### src/verilog/pachg_defines.vh
`ifndef PACHG_DEFINES_VH
`define PACHG_DEFINES_VH
`define PACHG_ADDR_W        4
`define PACHG_A_PINS        4'h0
`define PACHG_A_LATCH       4'h1
`define PACHG_A_DIR         4'h2
`define PACHG_A_CHG_EN      4'h3
`define PACHG_A_PULLUP      4'h4
`define PACHG_A_ANALOG      4'h5
`define PACHG_A_INTCTL      4'h6
`define PACHG_A_INTCTL2     4'h7
`define PACHG_A_SERBUS      4'h8
`define PACHG_DIR_RST       8'h30
`define PACHG_LATCH_RST     8'h00
`define PACHG_CHG_EN_RST    8'h00
`define PACHG_PULLUP_RST    8'h00
`define PACHG_ANALOG_RST    8'h08
`define PACHG_PIN_MASK      8'h3b
`define PACHG_IO_MASK       8'h30
`define PACHG_PULLUP_MASK   8'h3b
`define PACHG_ANALOG_MASK   8'hf8
`define PACHG_BIT_ANS_PIN4  3
`define PACHG_BIT_FLAG      0
`define PACHG_BIT_GLOBAL_EN 3
`define PACHG_BIT_PRIO      0
`define PACHG_BIT_PU_DIS    7
`define PACHG_BIT_SERBUS    3
`endif

### src/verilog/pachg_sync.v
`timescale 1ns/100ps
`default_nettype none
module pachg_sync #(
  parameter WIDTH = 8
) (
  input  wire             clk_sys,
  input  wire             rst_n,
  input  wire [WIDTH-1:0] async_in,
  output reg  [WIDTH-1:0] sync_out
);
  reg [WIDTH-1:0] stage_reg;

  // First stage feeds only the second
  always @(posedge clk_sys) begin
    if (!rst_n) begin
      stage_reg <= {WIDTH{1'b0}};
      sync_out  <= {WIDTH{1'b0}};
    end else begin
      stage_reg <= async_in;
      sync_out  <= stage_reg;
    end
  end
endmodule
`default_nettype wire

### src/verilog/pachg_detect.v
`timescale 1ns/100ps
`default_nettype none
module pachg_detect #(
  parameter WIDTH = 8
) (
  input  wire             clk_sys,
  input  wire             rst_n,
  input  wire             por_n,
  input  wire [WIDTH-1:0] pins_sync,
  input  wire [WIDTH-1:0] watch,
  input  wire             capture,
  output wire             mismatch
);
  reg [WIDTH-1:0] last_read_reg;

  // Only power-on clears the copy; other resets keep it
  always @(posedge clk_sys) begin
    if (!por_n) begin
      last_read_reg <= {WIDTH{1'b0}};
    end else if (capture) begin
      last_read_reg <= pins_sync;
    end
  end

  assign mismatch = |((pins_sync ^ last_read_reg) & watch);
endmodule
`default_nettype wire

### src/verilog/pachg_port.v
// Strobed register access and the address map were decided locally.
`timescale 1ns/100ps
`default_nettype none
`include "pachg_defines.vh"
module pachg_port #(
  parameter WIDTH = 8
) (
  input  wire                     clk_sys,
  input  wire                     rst_n,
  input  wire                     por_n,
  input  wire [`PACHG_ADDR_W-1:0] reg_addr,
  input  wire [WIDTH-1:0]         reg_wdata,
  input  wire                     reg_wr,
  input  wire                     reg_rd,
  input  wire                     move_instr,
  output reg  [WIDTH-1:0]         reg_rdata,
  input  wire [WIDTH-1:0]         pin_in,
  output reg  [WIDTH-1:0]         pin_out,
  output reg  [WIDTH-1:0]         pin_oe,
  output reg  [WIDTH-1:0]         pin_pullup,
  output reg                      pin4_analog,
  input  wire                     master_clear_enable_cfg,
  input  wire                     osc_uses_pins,
  input  wire                     second_port_mismatch,
  output reg                      pin_change_flag,
  output reg                      pin_change_irq,
  output reg                      pin_change_priority,
  output reg                      wake_request,
  output reg                      serial_bus_module_enable
);
  reg  [WIDTH-1:0] latch_reg;
  reg  [WIDTH-1:0] dir_reg;
  reg  [WIDTH-1:0] chg_en_reg;
  reg  [WIDTH-1:0] pullup_reg;
  reg  [WIDTH-1:0] analog_reg;
  reg              global_en_reg;
  reg              pu_dis_reg;
  reg  [WIDTH-1:0] rdata_next;
  reg  [WIDTH-1:0] avail;
  reg  [WIDTH-1:0] watch;
  wire [WIDTH-1:0] pins_sync;
  wire             mismatch;
  wire             port_touch;
  wire             flag_clear;

  function sel;
    input [`PACHG_ADDR_W-1:0] a;
    input [`PACHG_ADDR_W-1:0] b;
    begin
      sel = (a == b);
    end
  endfunction

  pachg_sync #(.WIDTH(WIDTH)) u_sync (
    .clk_sys  (clk_sys),
    .rst_n    (rst_n),
    .async_in (pin_in),
    .sync_out (pins_sync)
  );

  // Available digital pins per mode
  always @* begin
    avail = `PACHG_PIN_MASK;
    if (osc_uses_pins) begin
      avail[5] = 1'b0;
      avail[4] = 1'b0;
    end
    if (analog_reg[`PACHG_BIT_ANS_PIN4]) begin
      avail[4] = 1'b0;
    end
    if (master_clear_enable_cfg) begin
      avail[3] = 1'b0;
    end
    if (serial_bus_module_enable || (chg_en_reg[1:0] != 2'b11)) begin
      avail[1:0] = 2'b00;
    end
  end

  // Inputs only, enabled, and bus pins dropped while bus runs
  always @* begin
    watch = chg_en_reg & ~(~dir_reg & `PACHG_IO_MASK) & `PACHG_PIN_MASK;
    if (serial_bus_module_enable) begin
      watch[1:0] = 2'b00;
    end
    if (osc_uses_pins) begin
      watch[5:4] = 2'b00;
    end
  end

  // Any non-move port access ends mismatch; a watched change at the access is still flagged
  assign port_touch = (reg_rd || reg_wr) && sel(reg_addr, `PACHG_A_PINS)
                      && !move_instr;

  pachg_detect #(.WIDTH(WIDTH)) u_detect (
    .clk_sys   (clk_sys),
    .rst_n     (rst_n),
    .por_n     (por_n),
    .pins_sync (pins_sync),
    .watch     (watch),
    .capture   (port_touch),
    .mismatch  (mismatch)
  );

  assign flag_clear = reg_wr && sel(reg_addr, `PACHG_A_INTCTL)
                      && !reg_wdata[`PACHG_BIT_FLAG];

  // Registers
  always @(posedge clk_sys) begin
    if (!rst_n) begin
      latch_reg                <= `PACHG_LATCH_RST;
      dir_reg                  <= `PACHG_DIR_RST;
      chg_en_reg               <= `PACHG_CHG_EN_RST;
      analog_reg               <= `PACHG_ANALOG_RST;
      global_en_reg            <= 1'b0;
      pin_change_priority      <= 1'b1;
      serial_bus_module_enable <= 1'b0;
    end else if (reg_wr) begin
      if (sel(reg_addr, `PACHG_A_PINS) || sel(reg_addr, `PACHG_A_LATCH)) begin
        latch_reg <= reg_wdata & `PACHG_IO_MASK;
      end
      if (sel(reg_addr, `PACHG_A_DIR)) begin
        dir_reg <= reg_wdata & `PACHG_IO_MASK;
      end
      if (sel(reg_addr, `PACHG_A_CHG_EN)) begin
        chg_en_reg <= reg_wdata & `PACHG_PIN_MASK;
      end
      if (sel(reg_addr, `PACHG_A_ANALOG)) begin
        analog_reg <= reg_wdata & `PACHG_ANALOG_MASK;
      end
      if (sel(reg_addr, `PACHG_A_INTCTL)) begin
        global_en_reg <= reg_wdata[`PACHG_BIT_GLOBAL_EN];
      end
      if (sel(reg_addr, `PACHG_A_INTCTL2)) begin
        pin_change_priority <= reg_wdata[`PACHG_BIT_PRIO];
      end
      if (sel(reg_addr, `PACHG_A_SERBUS)) begin
        serial_bus_module_enable <= reg_wdata[`PACHG_BIT_SERBUS];
      end
    end
  end

  // Pull-up state cleared only by power-on
  always @(posedge clk_sys) begin
    if (!por_n) begin
      pullup_reg <= `PACHG_PULLUP_RST;
      pu_dis_reg <= 1'b1;
    end else if (reg_wr && sel(reg_addr, `PACHG_A_PULLUP)) begin
      pullup_reg <= reg_wdata & `PACHG_PULLUP_MASK;
    end else if (reg_wr && sel(reg_addr, `PACHG_A_INTCTL2)) begin
      pu_dis_reg <= reg_wdata[`PACHG_BIT_PU_DIS];
    end
  end

  // Set wins over software clear
  always @(posedge clk_sys) begin
    if (!rst_n) begin
      pin_change_flag <= 1'b0;
    end else if (mismatch || second_port_mismatch) begin
      pin_change_flag <= 1'b1;
    end else if (flag_clear) begin
      pin_change_flag <= 1'b0;
    end
  end

  // Read data one cycle after the strobe
  always @* begin
    rdata_next = {WIDTH{1'b0}};
    case (reg_addr)
      `PACHG_A_PINS:    rdata_next = pins_sync & avail;
      `PACHG_A_LATCH:   rdata_next = latch_reg & {WIDTH{~osc_uses_pins}};
      `PACHG_A_DIR:     rdata_next = dir_reg & {WIDTH{~osc_uses_pins}};
      `PACHG_A_CHG_EN:  rdata_next = chg_en_reg;
      `PACHG_A_PULLUP:  rdata_next = pullup_reg;
      `PACHG_A_ANALOG:  rdata_next = analog_reg;
      `PACHG_A_INTCTL: begin
        rdata_next[`PACHG_BIT_GLOBAL_EN] = global_en_reg;
        rdata_next[`PACHG_BIT_FLAG]      = pin_change_flag;
      end
      `PACHG_A_INTCTL2: begin
        rdata_next[`PACHG_BIT_PU_DIS] = pu_dis_reg;
        rdata_next[`PACHG_BIT_PRIO]   = pin_change_priority;
      end
      `PACHG_A_SERBUS:  rdata_next[`PACHG_BIT_SERBUS] = serial_bus_module_enable;
      default:          rdata_next = {WIDTH{1'b0}};
    endcase
  end

  always @(posedge clk_sys) begin
    if (!rst_n) begin
      reg_rdata <= {WIDTH{1'b0}};
    end else if (reg_rd) begin
      reg_rdata <= rdata_next;
    end else begin
      reg_rdata <= {WIDTH{1'b0}};
    end
  end

  // Pin drivers; oscillator owns pins 5,4 when selected
  always @(posedge clk_sys) begin
    if (!rst_n) begin
      pin_out        <= {WIDTH{1'b0}};
      pin_oe         <= {WIDTH{1'b0}};
      pin_pullup     <= {WIDTH{1'b0}};
      pin4_analog    <= 1'b1;
      pin_change_irq <= 1'b0;
      wake_request   <= 1'b0;
    end else begin
      pin_out     <= latch_reg & `PACHG_IO_MASK;
      pin_oe      <= ~dir_reg & `PACHG_IO_MASK & {WIDTH{~osc_uses_pins}};
      pin_pullup  <= pullup_reg & {WIDTH{~pu_dis_reg}}
                     & ~(~dir_reg & `PACHG_IO_MASK);
      pin4_analog <= analog_reg[`PACHG_BIT_ANS_PIN4];
      pin_change_irq <= pin_change_flag & global_en_reg;
      wake_request   <= pin_change_flag & global_en_reg;
    end
  end
endmodule
`default_nettype wire

### config.mk
export PLATFORM = sky130hd
export DESIGN_NAME = pachg_port
export DESIGN_NICKNAME = d
export VERILOG_FILES = /design/src/verilog/pachg_sync.v /design/src/verilog/pachg_detect.v /design/src/verilog/pachg_port.v
export VERILOG_INCLUDE_DIRS = /design/src /design/src/verilog
export SDC_FILE = /design/constraint.sdc
export NUM_CORES = 1
export LEC_CHECK = 0
export BUFFER_PORTS_ARGS = -buffer_cell sky130_fd_sc_hd__buf_4
export CAP_MARGIN = 30
export CORE_MARGIN = 2
export CORE_UTILIZATION = 52
export DETAILED_ROUTE_END_ITERATION = 7
export HOLD_SLACK_MARGIN = 0.05
export PLACE_DENSITY = 0.79
export SYNTH_ARGS = -nofsm -noshare
export SYNTH_HDL_FRONTEND = slang
export SYNTH_SLANG_ARGS = --single-unit
### constraint.sdc
create_clock -name clk_sys -period 1.6 [get_ports clk_sys]
set_clock_uncertainty 0.05 [all_clocks]
set_input_delay 0.08 -clock clk_sys [delete_from_list [all_inputs] [get_ports clk_sys]]
set_output_delay 0.08 -clock clk_sys [all_outputs]
set_load 0.01 [all_outputs]
==> results of run 1 <==
[power breakdown]
group / switching [µW] / internal, µW
Sequential: 15.7 / 1440
Combinational: 153 / 141
Clock: 541 / 813
Total: 710 / 2400
[how the worst min path moves through the flow]
stage	startpoint	endpoint	slack (ns)	cells past startpoint
5_1_grt	reg_addr[1]	reg_rdata[7]$_SDFF_PN0_	0.11	3
2_1_floorplan	reg_wdata[7]	pu_dis_reg$_SDFFE_PN1P_	0.15	2
4_1_cts	reg_wr	serial_bus_module_enable$_SDFFE_PN0P_	0.08	4
3_5_place_dp	pin_in[5]	u_sync.stage_reg[5]$_SDFF_PN0_	0.24	2
3_3_place_gp	pin_in[5]	u_sync.stage_reg[5]$_SDFF_PN0_	0.24	2
6_report	reg_wr	serial_bus_module_enable$_SDFFE_PN0P_	0.1	4
[worst max-delay path: stages]
cell,delay (ns)
sky130_fd_sc_hd__buf_4,0.09
sky130_fd_sc_hd__buf_4,0.19
sky130_fd_sc_hd__nand3b_1,0.23
sky130_fd_sc_hd__buf_4,0.23
sky130_fd_sc_hd__o21ai_0,0.15
sky130_fd_sc_hd__nand3_1,0.10
sky130_fd_sc_hd__dlygate4sd3_1,0.57
[cell usage in the layout (no fill, tap or decap), types with 15 or more instances in the layout]
| cell type | count |
|---|---|
| sky130_fd_sc_hd__dfxtp_1 | 57 |
| sky130_fd_sc_hd__buf_4 | 57 |
| sky130_fd_sc_hd__nand2_1 | 25 |
| sky130_fd_sc_hd__dlygate4sd3_1 | 21 |
| sky130_fd_sc_hd__nor2_1 | 19 |
| sky130_fd_sc_hd__mux2i_1 | 18 |
| sky130_fd_sc_hd__conb_1 | 16 |
| sky130_fd_sc_hd__and2_1 | 15 |
| sky130_fd_sc_hd__o21ai_0 | 15 |
| sky130_fd_sc_hd__clkbuf_8 | 15 |
[synthesized netlist by cell type, drive strengths merged (3+ instances only)]
library cell / count / area (µm²)
and2: 15 / 93.8
nor3: 6 / 30.0
nor2: 20 / 77.6
xnor2: 4 / 35.0
o21ai: 16 / 80.1
mux2i: 18 / 180
nand2: 25 / 93.8
nor2b: 10 / 62.6
a21oi: 12 / 60.1
inv: 5 / 18.8
a21boi: 3 / 22.5
or2: 3 / 18.8
and3: 4 / 25.0
nand2b: 5 / 31.3
o21bai: 3 / 22.5
clkbuf: 5 / 18.8
dfxtp: 57 / 1140
nand3: 4 / 20.0
buf: 26 / 178
[metal layers]
| metal | track usage (%) | part of all wire (%) | up-vias |
|---|---|---|---|
| li1 | - | - | 1033 |
| met1 | 30.5 | 41 | 981 |
| met2 | 38.9 | 48 | 99 |
| met3 | 7.46 | 8.2 | 19 |
| met4 | 13.0 | 2.7 | 0 |
| met5 | 0 | 0 | - |
[logic make-up after synthesis]
logic type | count (synthesis) | synth area share [%]
and+or+nand+nor | 103 | 22.6
DFF | 57 | 46.4
AOI/OAI and AO/OA | 48 | 12.2
buffers and inverters | 36 | 8.74
muxes | 20 | 8.24
xor gates and xnor gates | 5 | 1.78
other | 1 | 0.152
[cell type report]
cell class                 instances  area share (%)
multi-input combinational        192            35.9
inverter                           5           0.580
timing repair buffer              78            19.7
clock inverter                     1           0.155
clock buffer                      15            6.38
sequential                        57            35.2
tap                               54            2.09
[per-stage QoR]
| stage | cell area [µm²] | worst slack, ns | cells | util (%) |
|---|---|---|---|---|
| final | 3240 | 0.134 | 402 | 69.9 |
| after global routing | 3240 | 0.00576 | 402 | 69.9 |
| after CTS | 3240 | 0.183 | 402 | 69.9 |
| after detailed placement | 2820 | 0.130 | 365 | 60.8 |
| after global placement | 2820 | 0.171 | 365 | 60.8 |
| after floorplan | 2520 | 0.350 | 285 | - |
==> tab_implementation.tex, run 1 <==
\begin{tabular}{lr}
\hline
Metric & Value \\
\hline
\multicolumn{2}{l}{\textbf{Floorplan}} \\
\quad IO Pins & 67 \\
\quad Die outline area & 0.00530 mm² \\
\quad Number of cell rows & 25 \\
\quad Area of the core & 0.00463 mm² \\
\quad Chip height & 72.8 µm \\
\quad Starting Density & 53.2\% \\
\quad Overall die width & 72.8 µm \\
\multicolumn{2}{l}{\textbf{Worst setup path}} \\
\quad Critical Path Sink Type & flip-flop \\
\quad Reg-to-reg endpoint & reg\_rdata[3]\$\_SDFF\_PN0\_ \\
\quad Number of cell instances on the worst register-to-register path & 4 \\
\quad Flop2flop setup slack & 0.18 ns \\
\quad Critical path required time & 1.77 ns \\
\quad Timing startpoint of the critical path & reg\_addr[2] \\
\quad Launch point of the worst reg-to-reg path & u\_sync.sync\_out[3]\$\_SDFF\_PN0\_ \\
\quad Top fanout value on the critical path & 13 \\
\quad WP data arrival & 1.64 ns \\
\quad Capturing instance or port of the critical path & pu\_dis\_reg\$\_SDFFE\_PN1P\_ \\
\quad Startpoint type of the worst setup path & input port \\
\quad Critical path class & in -> reg \\
\multicolumn{2}{l}{\textbf{CTS}} \\
\quad Postcts setup bufs & 0 \\
\quad CTS clock-pin slew for the worst setup and hold paths & 0.06 ns \\
\quad Hold buffer count at cts & 21 \\
\quad Largest buffer count on any clock path & 2 \\
\quad CTS H-tree lvls & 3 \\
\quad Clk\_lat worst skew & 0.34 ns \\
\quad CTS Root Cell & sky130\_fd\_sc\_hd\_\_clkbuf\_8 \\
\quad Post-cts repair resize count & 0 \\
\quad Number of buffers added by the clock tree synthesis step & 9 \\
\quad TritonCTS clock tree & yes \\
\quad Sinks on the clock net & 57 \\
\multicolumn{2}{l}{\textbf{Route}} \\
\quad Avg WL per Cell & 15.0 µm \\
\quad Antenna viol nets, final & 0 \\
\quad Drt initial violations & 264 \\
\quad Final WL & 6030 µm \\
\quad Number of search-and-repair iterations in the first detailed-routing pass & 4 \\
\quad DRC Markers & 0 \\
\quad Total vias in the final route & 2132 \\
\quad Via density per instance & 5.30 \\
\multicolumn{2}{l}{\textbf{Logic synthesis}} \\
\quad Number of distinct library cell variants in the gate-level netlist after synthesis & 47 \\
\quad Count of flip-flops with a built-in enable after synthesis & 0 \\
\quad Asr flop ratio synth & 0\% \\
\quad Synth Flop Type & sky130\_fd\_sc\_hd\_\_dfxtp\_1 \\
\quad Cell count after synthesis & 270 \\
\quad Mean instance size in the synthesized netlist & 9.12 µm² \\
\quad Sequential-to-total area share from yosys stat & 46.4\% \\
\quad Post-Synthesis Cell Area & 0.00246 mm² \\
\quad Number of warnings printed during yosys synthesis & 0 \\
\quad Number of flip-flops and latches in the synthesized netlist & 57 \\
\multicolumn{2}{l}{\textbf{Placement}} \\
\quad \# port buffers & 46 \\
\quad Placer Congestion & 0.906 \\
\quad Hpwl dp & 3940 µm \\
\multicolumn{2}{l}{\textbf{STA}} \\
\quad Worst Max-Slew Pin Slew & 0.481 ns \\
\quad RSZ-0062 raised after global routing & false \\
\quad Final setup vio count & 0 \\
\quad Pins Over Slew Limit & 0 \\
\quad Final hold vios & 0 \\
\quad Fmax & 0.682 GHz \\
\quad Worst slew slack as a fraction of its limit & 67.5\% \\
\quad Ratio of final minimum period to clock period & 91.6\% \\
\quad Min Tclk post-route & 1.47 ns \\
\quad Total negative slack for setup checks & 0 ns \\
\quad Final-layout worst hold slack & 0.0971 ns \\
\multicolumn{2}{l}{\textbf{Power}} \\
\quad Leakage power summed over all cells & 0.00132 µW \\
\quad Total power of the final layout & 3110 µW \\
\quad Power per cell area & 960 mW/mm² \\
\quad Max IR drop VDD & 517 µV \\
\multicolumn{2}{l}{\textbf{Global route}} \\
\quad Total overflow reported by the global router & 0 \\
\quad Largest net degree at the start of global routing & 22 \\
\quad Tot GR Track Use & 24.7\% \\
\quad Number of global-route vias before repair & 1997 \\
\quad Wire length of the first global-routing pass & 9630 µm \\
\quad Initial antenna violation count & 0 \\
\multicolumn{2}{l}{\textbf{Run}} \\
\quad Number of max-capacitance violations reported & 0 \\
\multicolumn{2}{l}{\textbf{Cells and area}} \\
\quad Number of fill cells & 380 \\
\quad Max reg flops & 7 \\
\quad Reg with most FFs & reg\_rdata \\
\quad Area growth from synthesis to layout & 31.6\% \\
\quad Area occupied by multi-input gates & 0.00116 mm² \\
\quad Antenna diode count & 0 \\
\quad Nets & 372 \\
\quad Register cell area after layout & 0.00114 mm² \\
\quad Share of cells above drive strength 1 & 22.1\% \\
\multicolumn{2}{l}{\textbf{Min path}} \\
\quad Classification of the worst-slack hold path & in -> reg \\
\multicolumn{2}{l}{\textbf{Outcome}} \\
\quad Status & complete, no violations \\
\hline
\end{tabular}
Note: power is estimated with default switching activity, not from simulation.
==> run 2: changes to the inputs <==
--- a/config.mk
+++ b/config.mk
@@ -6,13 +6,14 @@
 export SDC_FILE = /design/constraint.sdc
 export NUM_CORES = 1
 export LEC_CHECK = 0
+export ABC_AREA = 1
 export BUFFER_PORTS_ARGS = -buffer_cell sky130_fd_sc_hd__buf_4
 export CAP_MARGIN = 30
 export CORE_MARGIN = 2
-export CORE_UTILIZATION = 52
+export CORE_UTILIZATION = 51
 export DETAILED_ROUTE_END_ITERATION = 7
 export HOLD_SLACK_MARGIN = 0.05
-export PLACE_DENSITY = 0.79
+export PLACE_DENSITY = 0.78
 export SYNTH_ARGS = -nofsm -noshare
 export SYNTH_HDL_FRONTEND = slang
 export SYNTH_SLANG_ARGS = --single-unit
==> run 2 against run 1 <==
Against the previous run: cell count is 13% higher; flip-flop and latch count stayed put; setup slack better by 0.25 ns; highest routed layer unchanged; first-iteration DRC count is 38% lower; power is 2.7% lower; combinational power is 8.5% lower; non-clock buffer count is 14 lower; largest power group unchanged; sequential share of layout area is 1.6 points higher; via count is 3.7% higher; synthesized area is 1.5% lower; largest cell class is now sequential cells.
==> tab_implementation.tex, run 2 <==
\begin{tabular}{lr}
\hline
Metric & Value \\
\hline
\multicolumn{2}{l}{\textbf{STA}} \\
\quad Fmax & 0.825 GHz (+21\%) \\
\quad Final hold vios & 0 (unchanged) \\
\quad Min Tclk post-route & 1.21 ns (-0.254 ns) \\
\quad Final setup vio count & 0 (unchanged) \\
\quad Total negative slack for setup checks & 0 ns (unchanged) \\
\quad RSZ-0062 raised after global routing & false \\
\quad Ratio of final minimum period to clock period & 75.7\% (-16 points) \\
\quad Pins Over Slew Limit & 0 (unchanged) \\
\multicolumn{2}{l}{\textbf{CTS}} \\
\quad TritonCTS clock tree & yes \\
\quad Clk\_lat worst skew & 0.33 ns (about the same) \\
\quad Number of buffers added by the clock tree synthesis step & 9 (unchanged) \\
\quad Post-cts repair resize count & 0 (unchanged) \\
\quad CTS Root Cell & sky130\_fd\_sc\_hd\_\_clkbuf\_8 \\
\quad CTS clock-pin slew for the worst setup and hold paths & 0.06 ns (about the same) \\
\quad Largest buffer count on any clock path & 2 (unchanged) \\
\quad Sinks on the clock net & 57 (unchanged) \\
\quad CTS H-tree lvls & 3 (unchanged) \\
\quad Postcts setup bufs & 0 (unchanged) \\
\multicolumn{2}{l}{\textbf{Route}} \\
\quad Via density per instance & 4.88 (-8.0\%) \\
\quad Drt initial violations & 164 (-38\%) \\
\quad Total vias in the final route & 2210 (+3.7\%) \\
\quad DRC Markers & 0 (unchanged) \\
\quad Antenna viol nets, final & 0 (unchanged) \\
\quad Number of search-and-repair iterations in the first detailed-routing pass & 4 (unchanged) \\
\quad Final WL & 5550 µm (-7.8\%) \\
\quad Avg WL per Cell & 12.3 µm (-18\%) \\
\multicolumn{2}{l}{\textbf{Min path}} \\
\quad Classification of the worst-slack hold path & in -> reg \\
\multicolumn{2}{l}{\textbf{Logic synthesis}} \\
\quad Number of flip-flops and latches in the synthesized netlist & 57 (unchanged) \\
\quad Number of distinct library cell variants in the gate-level netlist after synthesis & 28 (-40\%) \\
\quad Post-synthesis cell type with the largest combined area & sky130\_fd\_sc\_hd\_\_dfxtp\_1 \\
\quad Synth Flop Type & sky130\_fd\_sc\_hd\_\_dfxtp\_1 \\
\quad Count of flip-flops with a built-in enable after synthesis & 0 (unchanged) \\
\quad Area share of the largest cell type after synthesis & 47.1\% (+0.69 points) \\
\quad Most numerous cell in the Yosys netlist & sky130\_fd\_sc\_hd\_\_nand2\_1 \\
\quad Asr flop ratio synth & 0\% (unchanged) \\
\quad Post-Synthesis Cell Area & 0.00242 mm² (-1.5\%) \\
\quad Area contributors post-synth & sky130\_fd\_sc\_hd\_\_dfxtp\_1 47\%, sky130\_fd\_sc\_hd\_\_nand2\_1 11\%, sky130\_fd\_sc\_hd\_\_inv\_1 7.0\% \\
\quad Mean instance size in the synthesized netlist & 7.42 µm² (-19\%) \\
\quad Ranking of synthesized cells by instance count & 69 x sky130\_fd\_sc\_hd\_\_nand2\_1, 57 x sky130\_fd\_sc\_hd\_\_dfxtp\_1, 45 x sky130\_fd\_sc\_hd\_\_inv\_1 \\
\quad Cell count after synthesis & 327 (+21\%) \\
\quad Sequential-to-total area share from yosys stat & 47.1\% (+0.69 points) \\
\quad Number of warnings printed during yosys synthesis & 0 (unchanged) \\
\multicolumn{2}{l}{\textbf{Worst setup path}} \\
\quad Delay of the slowest cell on the worst path & 0.53 ns (-0.04 ns) \\
\quad Critical path class & in -> reg \\
\quad Crit-path cells & dlygate4sd3\_1 > buf\_4 > inv\_2 > or2\_2 > nor3\_1 \\
\quad Flop2flop setup slack & 0.53 ns (+0.35 ns) \\
\quad WP data arrival & 1.42 ns (-0.22 ns) \\
\quad Highest-delay cell along the critical path & sky130\_fd\_sc\_hd\_\_dlygate4sd3\_1 \\
\quad Top fanout value on the critical path & 12 (-1) \\
\quad Critical Path Sink Type & flip-flop \\
\quad Critical path required time & 1.81 ns (+0.04 ns) \\
\quad Startpoint type of the worst setup path & input port \\
\multicolumn{2}{l}{\textbf{Cells and area}} \\
\quad Share of cells above drive strength 1 & 19.3\% (-2.8 points) \\
\quad Core utilization of the finished layout & 66.5\% (-3.4 points) \\
\quad Commonest non-fill, non-tap cell in the layout & sky130\_fd\_sc\_hd\_\_nand2\_1 \\
\quad Max reg flops & 7 (unchanged) \\
\quad Reg with most FFs & reg\_rdata \\
\quad Nets & 423 (+14\%) \\
\quad Area growth from synthesis to layout & 27.9\% \\
\quad Commonest non-fill, non-tap cells in the layout & 69 x sky130\_fd\_sc\_hd\_\_nand2\_1, 57 x sky130\_fd\_sc\_hd\_\_dfxtp\_1, 48 x sky130\_fd\_sc\_hd\_\_buf\_4 \\
\quad Antenna diode count & 0 (unchanged) \\
\multicolumn{2}{l}{\textbf{Floorplan}} \\
\quad Overall die width & 73.0 µm (+0.22\%) \\
\quad Number of cell rows & 25 (unchanged) \\
\quad Chip height & 73.0 µm (+0.22\%) \\
\quad Die outline area & 0.00532 mm² (+0.44\%) \\
\quad IO Pins & 67 (unchanged) \\
\quad Area of the core & 0.00466 mm² (+0.68\%) \\
\quad Starting Density & 52.0\% (-1.1 points) \\
\multicolumn{2}{l}{\textbf{Power}} \\
\quad Power per cell area & 976 mW/mm² (+1.6\%) \\
\quad Leakage power summed over all cells & 0.00148 µW (+12\%) \\
\quad Max IR drop VDD & 674 µV (+30\%) \\
\multicolumn{2}{l}{\textbf{Run}} \\
\quad Number of max-capacitance violations reported & 0 (unchanged) \\
\multicolumn{2}{l}{\textbf{Global route}} \\
\quad Number of global-route vias before repair & 2063 (+3.3\%) \\
\quad Initial antenna violation count & 0 (unchanged) \\
\quad Total overflow reported by the global router & 0 (unchanged) \\
\quad Wire length of the first global-routing pass & 8890 µm (-7.7\%) \\
\quad Largest net degree at the start of global routing & 18 (-18\%) \\
\quad Tot GR Track Use & 22.4\% (-2.3 points) \\
\multicolumn{2}{l}{\textbf{Placement}} \\
\quad Placer Congestion & 0.860 (-5.0\%) \\
\quad \# port buffers & 46 (unchanged) \\
\quad Hpwl dp & 3760 µm (-4.6\%) \\
\multicolumn{2}{l}{\textbf{Outcome}} \\
\quad Status & complete, no violations \\
\hline
\end{tabular}
-- run 2: cell families after synthesis --
group,synth area share (%)
other cells,0.155
compound gates,11.5
flops,47.1
simple gates,27.0
buf+inv,14.2
-- run 2: layer usage --
layer  up-vias  routed length [µm]  GRT usage [%]
met5         -                   0              0
met4         0                 121           10.1
met3        12                 441           7.18
met2        95                2650           36.6
met1       977                2340           26.8
li1       1126                   -              -
-- run 2: final cells by class --
class | count | area (µm²)
sequential | 57 | 1140
clock inverter | 3 | 40.0
inverter | 49 | 188
clock buffer | 13 | 149
tap | 54 | 67.6
multi-input combinational | 213 | 995
fill | 406 | 1560
timing repair buffer | 64 | 520
-- run 2: power by group --
part	internal (µW)	switching, µW
sequential	1450	19.0
clock	757	529
combinational	112	156
-- run 2: repair_timing --
action | 4_1_cts | 5_1_grt
hold buffers | 16 | 0
endpoints found under the hold margin | 36 | 0
setup endpoints to repair | 0 | 0
-- run 2: path summary, 6_finish.rpt --
| check | start | to | cells past startpoint |
|---|---|---|---|
| max | rst_n | pin_pullup[4]$_SDFF_PN0_ | 5 |
| min | reg_addr[3] | serial_bus_module_enable$_SDFFE_PN0P_ | 3 |
| max reg2reg | serial_bus_module_enable$_SDFFE_PN0P_ | reg_rdata[0]$_SDFF_PN0_ | 7 |
| min reg2reg | u_sync.stage_reg[3]$_SDFF_PN0_ | u_sync.sync_out[3]$_SDFF_PN0_ | 2 |
-- run 2: stage by stage --
step | area, µm² | total power, µW | worst slack (ns) | std cells | hold WS (ns)
after floorplan | 2480 | 1660 | 0.635 | 342 | 0.107
after global placement | 2750 | 1730 | 0.407 | 421 | 0.209
after detailed placement | 2750 | 1730 | 0.379 | 421 | 0.216
after CTS | 3100 | 3040 | 0.426 | 453 | 0.0521
final | 3100 | 3020 | 0.388 | 453 | 0.0691
after global routing | 3100 | 3130 | 0.365 | 453 | 0.0632
-- run 2: critical path, delay by kind of cell --
family	cells	cell delay (ns)
buffers and inverters	3	0.86
AND/OR/NAND/NOR	2	0.47
==> run 3: changes to the inputs <==
==> constraint.sdc (replaced) <==
create_clock -name clk_sys -period 1.2 [get_ports clk_sys]
set_clock_uncertainty 0.05 [all_clocks]
set_input_delay 0.06 -clock clk_sys [delete_from_list [all_inputs] [get_ports clk_sys]]
set_output_delay 0.06 -clock clk_sys [all_outputs]
set_load 0.01 [all_outputs]
==> run 3 against run 2 <==
Against the previous run: sequential power is 33% higher; global-route usage rose by 0.93 points; via count is 1.9% higher; routed wire length is essentially flat; die area stayed put; sequential share of layout area fell by 0.74 points; flip-flop and latch count did not move; worst hold slack got worse by 0.0051 ns.
==> tab_implementation.tex, run 3 (synthesis results as in run 2) <==
\begin{tabular}{lr}
\hline
Metric & Value \\
\hline
\multicolumn{2}{l}{\textbf{Power}} \\
\quad Power per cell area & 1270 mW/mm² (+31\%) \\
\quad Max IR drop VDD & 861 µV (+28\%) \\
\quad Leakage power summed over all cells & 0.00151 µW (+2.6\%) \\
\multicolumn{2}{l}{\textbf{Floorplan}} \\
\quad Overall die width & 73.0 µm (unchanged) \\
\quad Starting Density & 52.0\% (unchanged) \\
\quad Die outline area & 0.00532 mm² (unchanged) \\
\quad IO Pins & 67 (unchanged) \\
\quad Chip height & 73.0 µm (unchanged) \\
\quad Area of the core & 0.00466 mm² (unchanged) \\
\quad Number of cell rows & 25 (unchanged) \\
\multicolumn{2}{l}{\textbf{Cells and area}} \\
\quad Max reg flops & 7 (unchanged) \\
\quad Commonest non-fill, non-tap cells in the layout & 69 x sky130\_fd\_sc\_hd\_\_nand2\_1, 57 x sky130\_fd\_sc\_hd\_\_dfxtp\_1, 52 x sky130\_fd\_sc\_hd\_\_buf\_4 \\
\quad Nets & 430 (+1.7\%) \\
\quad Share of cells above drive strength 1 & 20.4\% (+1.1 points) \\
\quad Area growth from synthesis to layout & 30.5\% \\
\quad Antenna diode count & 0 (unchanged) \\
\quad Number of fill cells & 388 (-4.4\%) \\
\quad Reg with most FFs & reg\_rdata \\
\quad Final instance area & 0.00316 mm² (+2.1\%) \\
\quad Core utilization of the finished layout & 67.9\% (+1.4 points) \\
\quad Commonest non-fill, non-tap cell in the layout & sky130\_fd\_sc\_hd\_\_nand2\_1 \\
\multicolumn{2}{l}{\textbf{Worst setup path}} \\
\quad Highest-delay cell along the critical path & sky130\_fd\_sc\_hd\_\_dlygate4sd3\_1 \\
\quad Critical path required time & 1.41 ns (-0.40 ns) \\
\quad Number of buffer and inverter instances along the worst setup path & 3 (unchanged) \\
\quad Crit-path cells & dlygate4sd3\_1 > buf\_4 > inv\_2 > or2\_2 > nor3\_1 \\
\quad Cell class contributing the biggest share of worst-path delay & buffers and inverters \\
\quad Startpoint type of the worst setup path & input port \\
\quad Top fanout value on the critical path & 9 (-3) \\
\quad WP data arrival & 1.27 ns (-0.15 ns) \\
\quad Launch point of the worst reg-to-reg path & serial\_bus\_module\_enable\$\_SDFFE\_PN0P\_ \\
\quad Delay of the slowest cell on the worst path & 0.53 ns (about the same) \\
\quad Timing startpoint of the critical path & rst\_n \\
\quad Critical path class & in -> reg \\
\quad Critical Path Sink Type & flip-flop \\
\multicolumn{2}{l}{\textbf{Min path}} \\
\quad Classification of the worst-slack hold path & in -> reg \\
\quad Start point of the worst min-delay path & reg\_addr[2] \\
\multicolumn{2}{l}{\textbf{STA}} \\
\quad Min Tclk post-route & 1.05 ns \\
\quad Ratio of final minimum period to clock period & 87.9\% \\
\quad Final hold vios & 0 (unchanged) \\
\quad Fmax & 0.948 GHz \\
\quad Final setup vio count & 0 (unchanged) \\
\quad Total negative slack for setup checks & 0 ns (unchanged) \\
\quad RSZ-0062 raised after global routing & false \\
\quad Pins Over Slew Limit & 0 (unchanged) \\
\multicolumn{2}{l}{\textbf{Route}} \\
\quad Number of search-and-repair iterations in the first detailed-routing pass & 4 (unchanged) \\
\quad Via density per instance & 4.89 (+0.31\%) \\
\quad Total vias in the final route & 2251 (+1.9\%) \\
\quad Avg WL per Cell & 12.1 µm (-1.6\%) \\
\quad Final WL & 5550 µm (about the same) \\
\quad DRC Markers & 0 (unchanged) \\
\quad Drt initial violations & 227 (+38\%) \\
\quad Antenna viol nets, final & 0 (unchanged) \\
\multicolumn{2}{l}{\textbf{Placement}} \\
\quad Placed cell areas & 0.00278 mm² (+1.1\%) \\
\quad \# port buffers & 46 (unchanged) \\
\quad Hpwl dp & 4000 µm (+6.4\%) \\
\quad Placer Congestion & 0.884 (+2.7\%) \\
\multicolumn{2}{l}{\textbf{CTS}} \\
\quad Clk\_lat worst skew & 0.33 ns (about the same) \\
\quad Postcts setup bufs & 0 (unchanged) \\
\quad Sinks on the clock net & 57 (unchanged) \\
\quad Largest buffer count on any clock path & 2 (unchanged) \\
\quad CTS clock-pin slew for the worst setup and hold paths & 0.06 ns (about the same) \\
\quad CTS Root Cell & sky130\_fd\_sc\_hd\_\_clkbuf\_8 \\
\quad Number of buffers added by the clock tree synthesis step & 9 (unchanged) \\
\quad CTS H-tree lvls & 3 (unchanged) \\
\quad TritonCTS clock tree & yes \\
\multicolumn{2}{l}{\textbf{Outcome}} \\
\quad Status & complete, no violations \\
\multicolumn{2}{l}{\textbf{Global route}} \\
\quad Tot GR Track Use & 23.3\% (+0.93 points) \\
\quad Total overflow reported by the global router & 0 (unchanged) \\
\quad Largest net degree at the start of global routing & 21 (+3) \\
\quad Wire length of the first global-routing pass & 9290 µm (+4.4\%) \\
\quad Initial antenna violation count & 0 (unchanged) \\
\quad Number of global-route vias before repair & 2124 (+3.0\%) \\
\multicolumn{2}{l}{\textbf{Run}} \\
\quad Number of max-capacitance violations reported & 0 (unchanged) \\
\hline
\end{tabular}
==> run 3: cell count changes in the layout (fill, tap and decap cells not counted), sizes merged <==
| cell | previous run | this run |
|---|---|---|
| bufinv | 1 | 0 |
| buf | 48 | 52 |
| clkbuf | 13 | 14 |
| dlygate4sd3 | 16 | 19 |
==> run 3: stage by stage <==
stage | power [µW] | std cells | worst slack [ns] | hold slack (ns)
floorplan | 2210 | 342 | 0.235 | 0.0868
finish | 4030 | 460 | 0.145 | 0.0640
detailed placement | 2320 | 425 | 0.0332 | 0.196
CTS | 4050 | 460 | 0.155 | 0.0500
global placement | 2310 | 425 | 0.0778 | 0.189
global route | 4190 | 460 | 0.0131 | 0.0688
==> run 3: final timing paths <==
| path | slack [ns] | endpoint | cells past startpoint |
|---|---|---|---|
| min reg2reg | 0.36 | u_sync.sync_out[3]$_SDFF_PN0_ | 2 |
| min | 0.06 | serial_bus_module_enable$_SDFFE_PN0P_ | 4 |
| max | 0.15 | pin_pullup[4]$_SDFF_PN0_ | 5 |
| max reg2reg | 0.18 | reg_rdata[0]$_SDFF_PN0_ | 7 |
==> run 3: where the power goes <==
| group | internal [µW] | switching, µW |
|---|---|---|
| Clock | 969 | 731 |
| Combinational | 162 | 211 |
| Sequential | 1940 | 25.9 |
==> run 3: layout make-up <==
cell class | instances | area, µm² | area share [%]
sequential | 57 | 1140 | 36.1
multi-input combinational | 213 | 995 | 31.4
timing repair buffer | 71 | 581 | 18.3
inverter | 49 | 188 | 5.93
clock buffer | 14 | 183 | 5.77
tap | 54 | 67.6 | 2.14
clock inverter | 2 | 10.0 | 0.316
==> run 3: per-layer routing <==
metal	GRT usage, %	up-vias	share of wire [%]	routed length, µm
met4	14.6	0	2.4	133
li1	-	1143	-	-
met5	0	-	0	0
met1	28.3	1001	42	2340
met3	4.83	15	7.3	406
met2	37.6	92	48	2670
==> run 3: worst reg2reg max path, cell delays in order, from the launching register on <==
cell                      delay (ns)
sky130_fd_sc_hd__dfxtp_1        0.33
sky130_fd_sc_hd__inv_1          0.10
sky130_fd_sc_hd__nand3_1        0.07
sky130_fd_sc_hd__nor2_1         0.14
sky130_fd_sc_hd__nand2_1        0.07
sky130_fd_sc_hd__o21ai_0        0.07
sky130_fd_sc_hd__nor2_1         0.06
sky130_fd_sc_hd__nor2_1         0.07
==> run 3: timing repair <==
action                                 in CTS  in global routing
gates resized for setup                     0                  0
endpoints found under the hold margin      38                  0
hold buffers                               19                  0
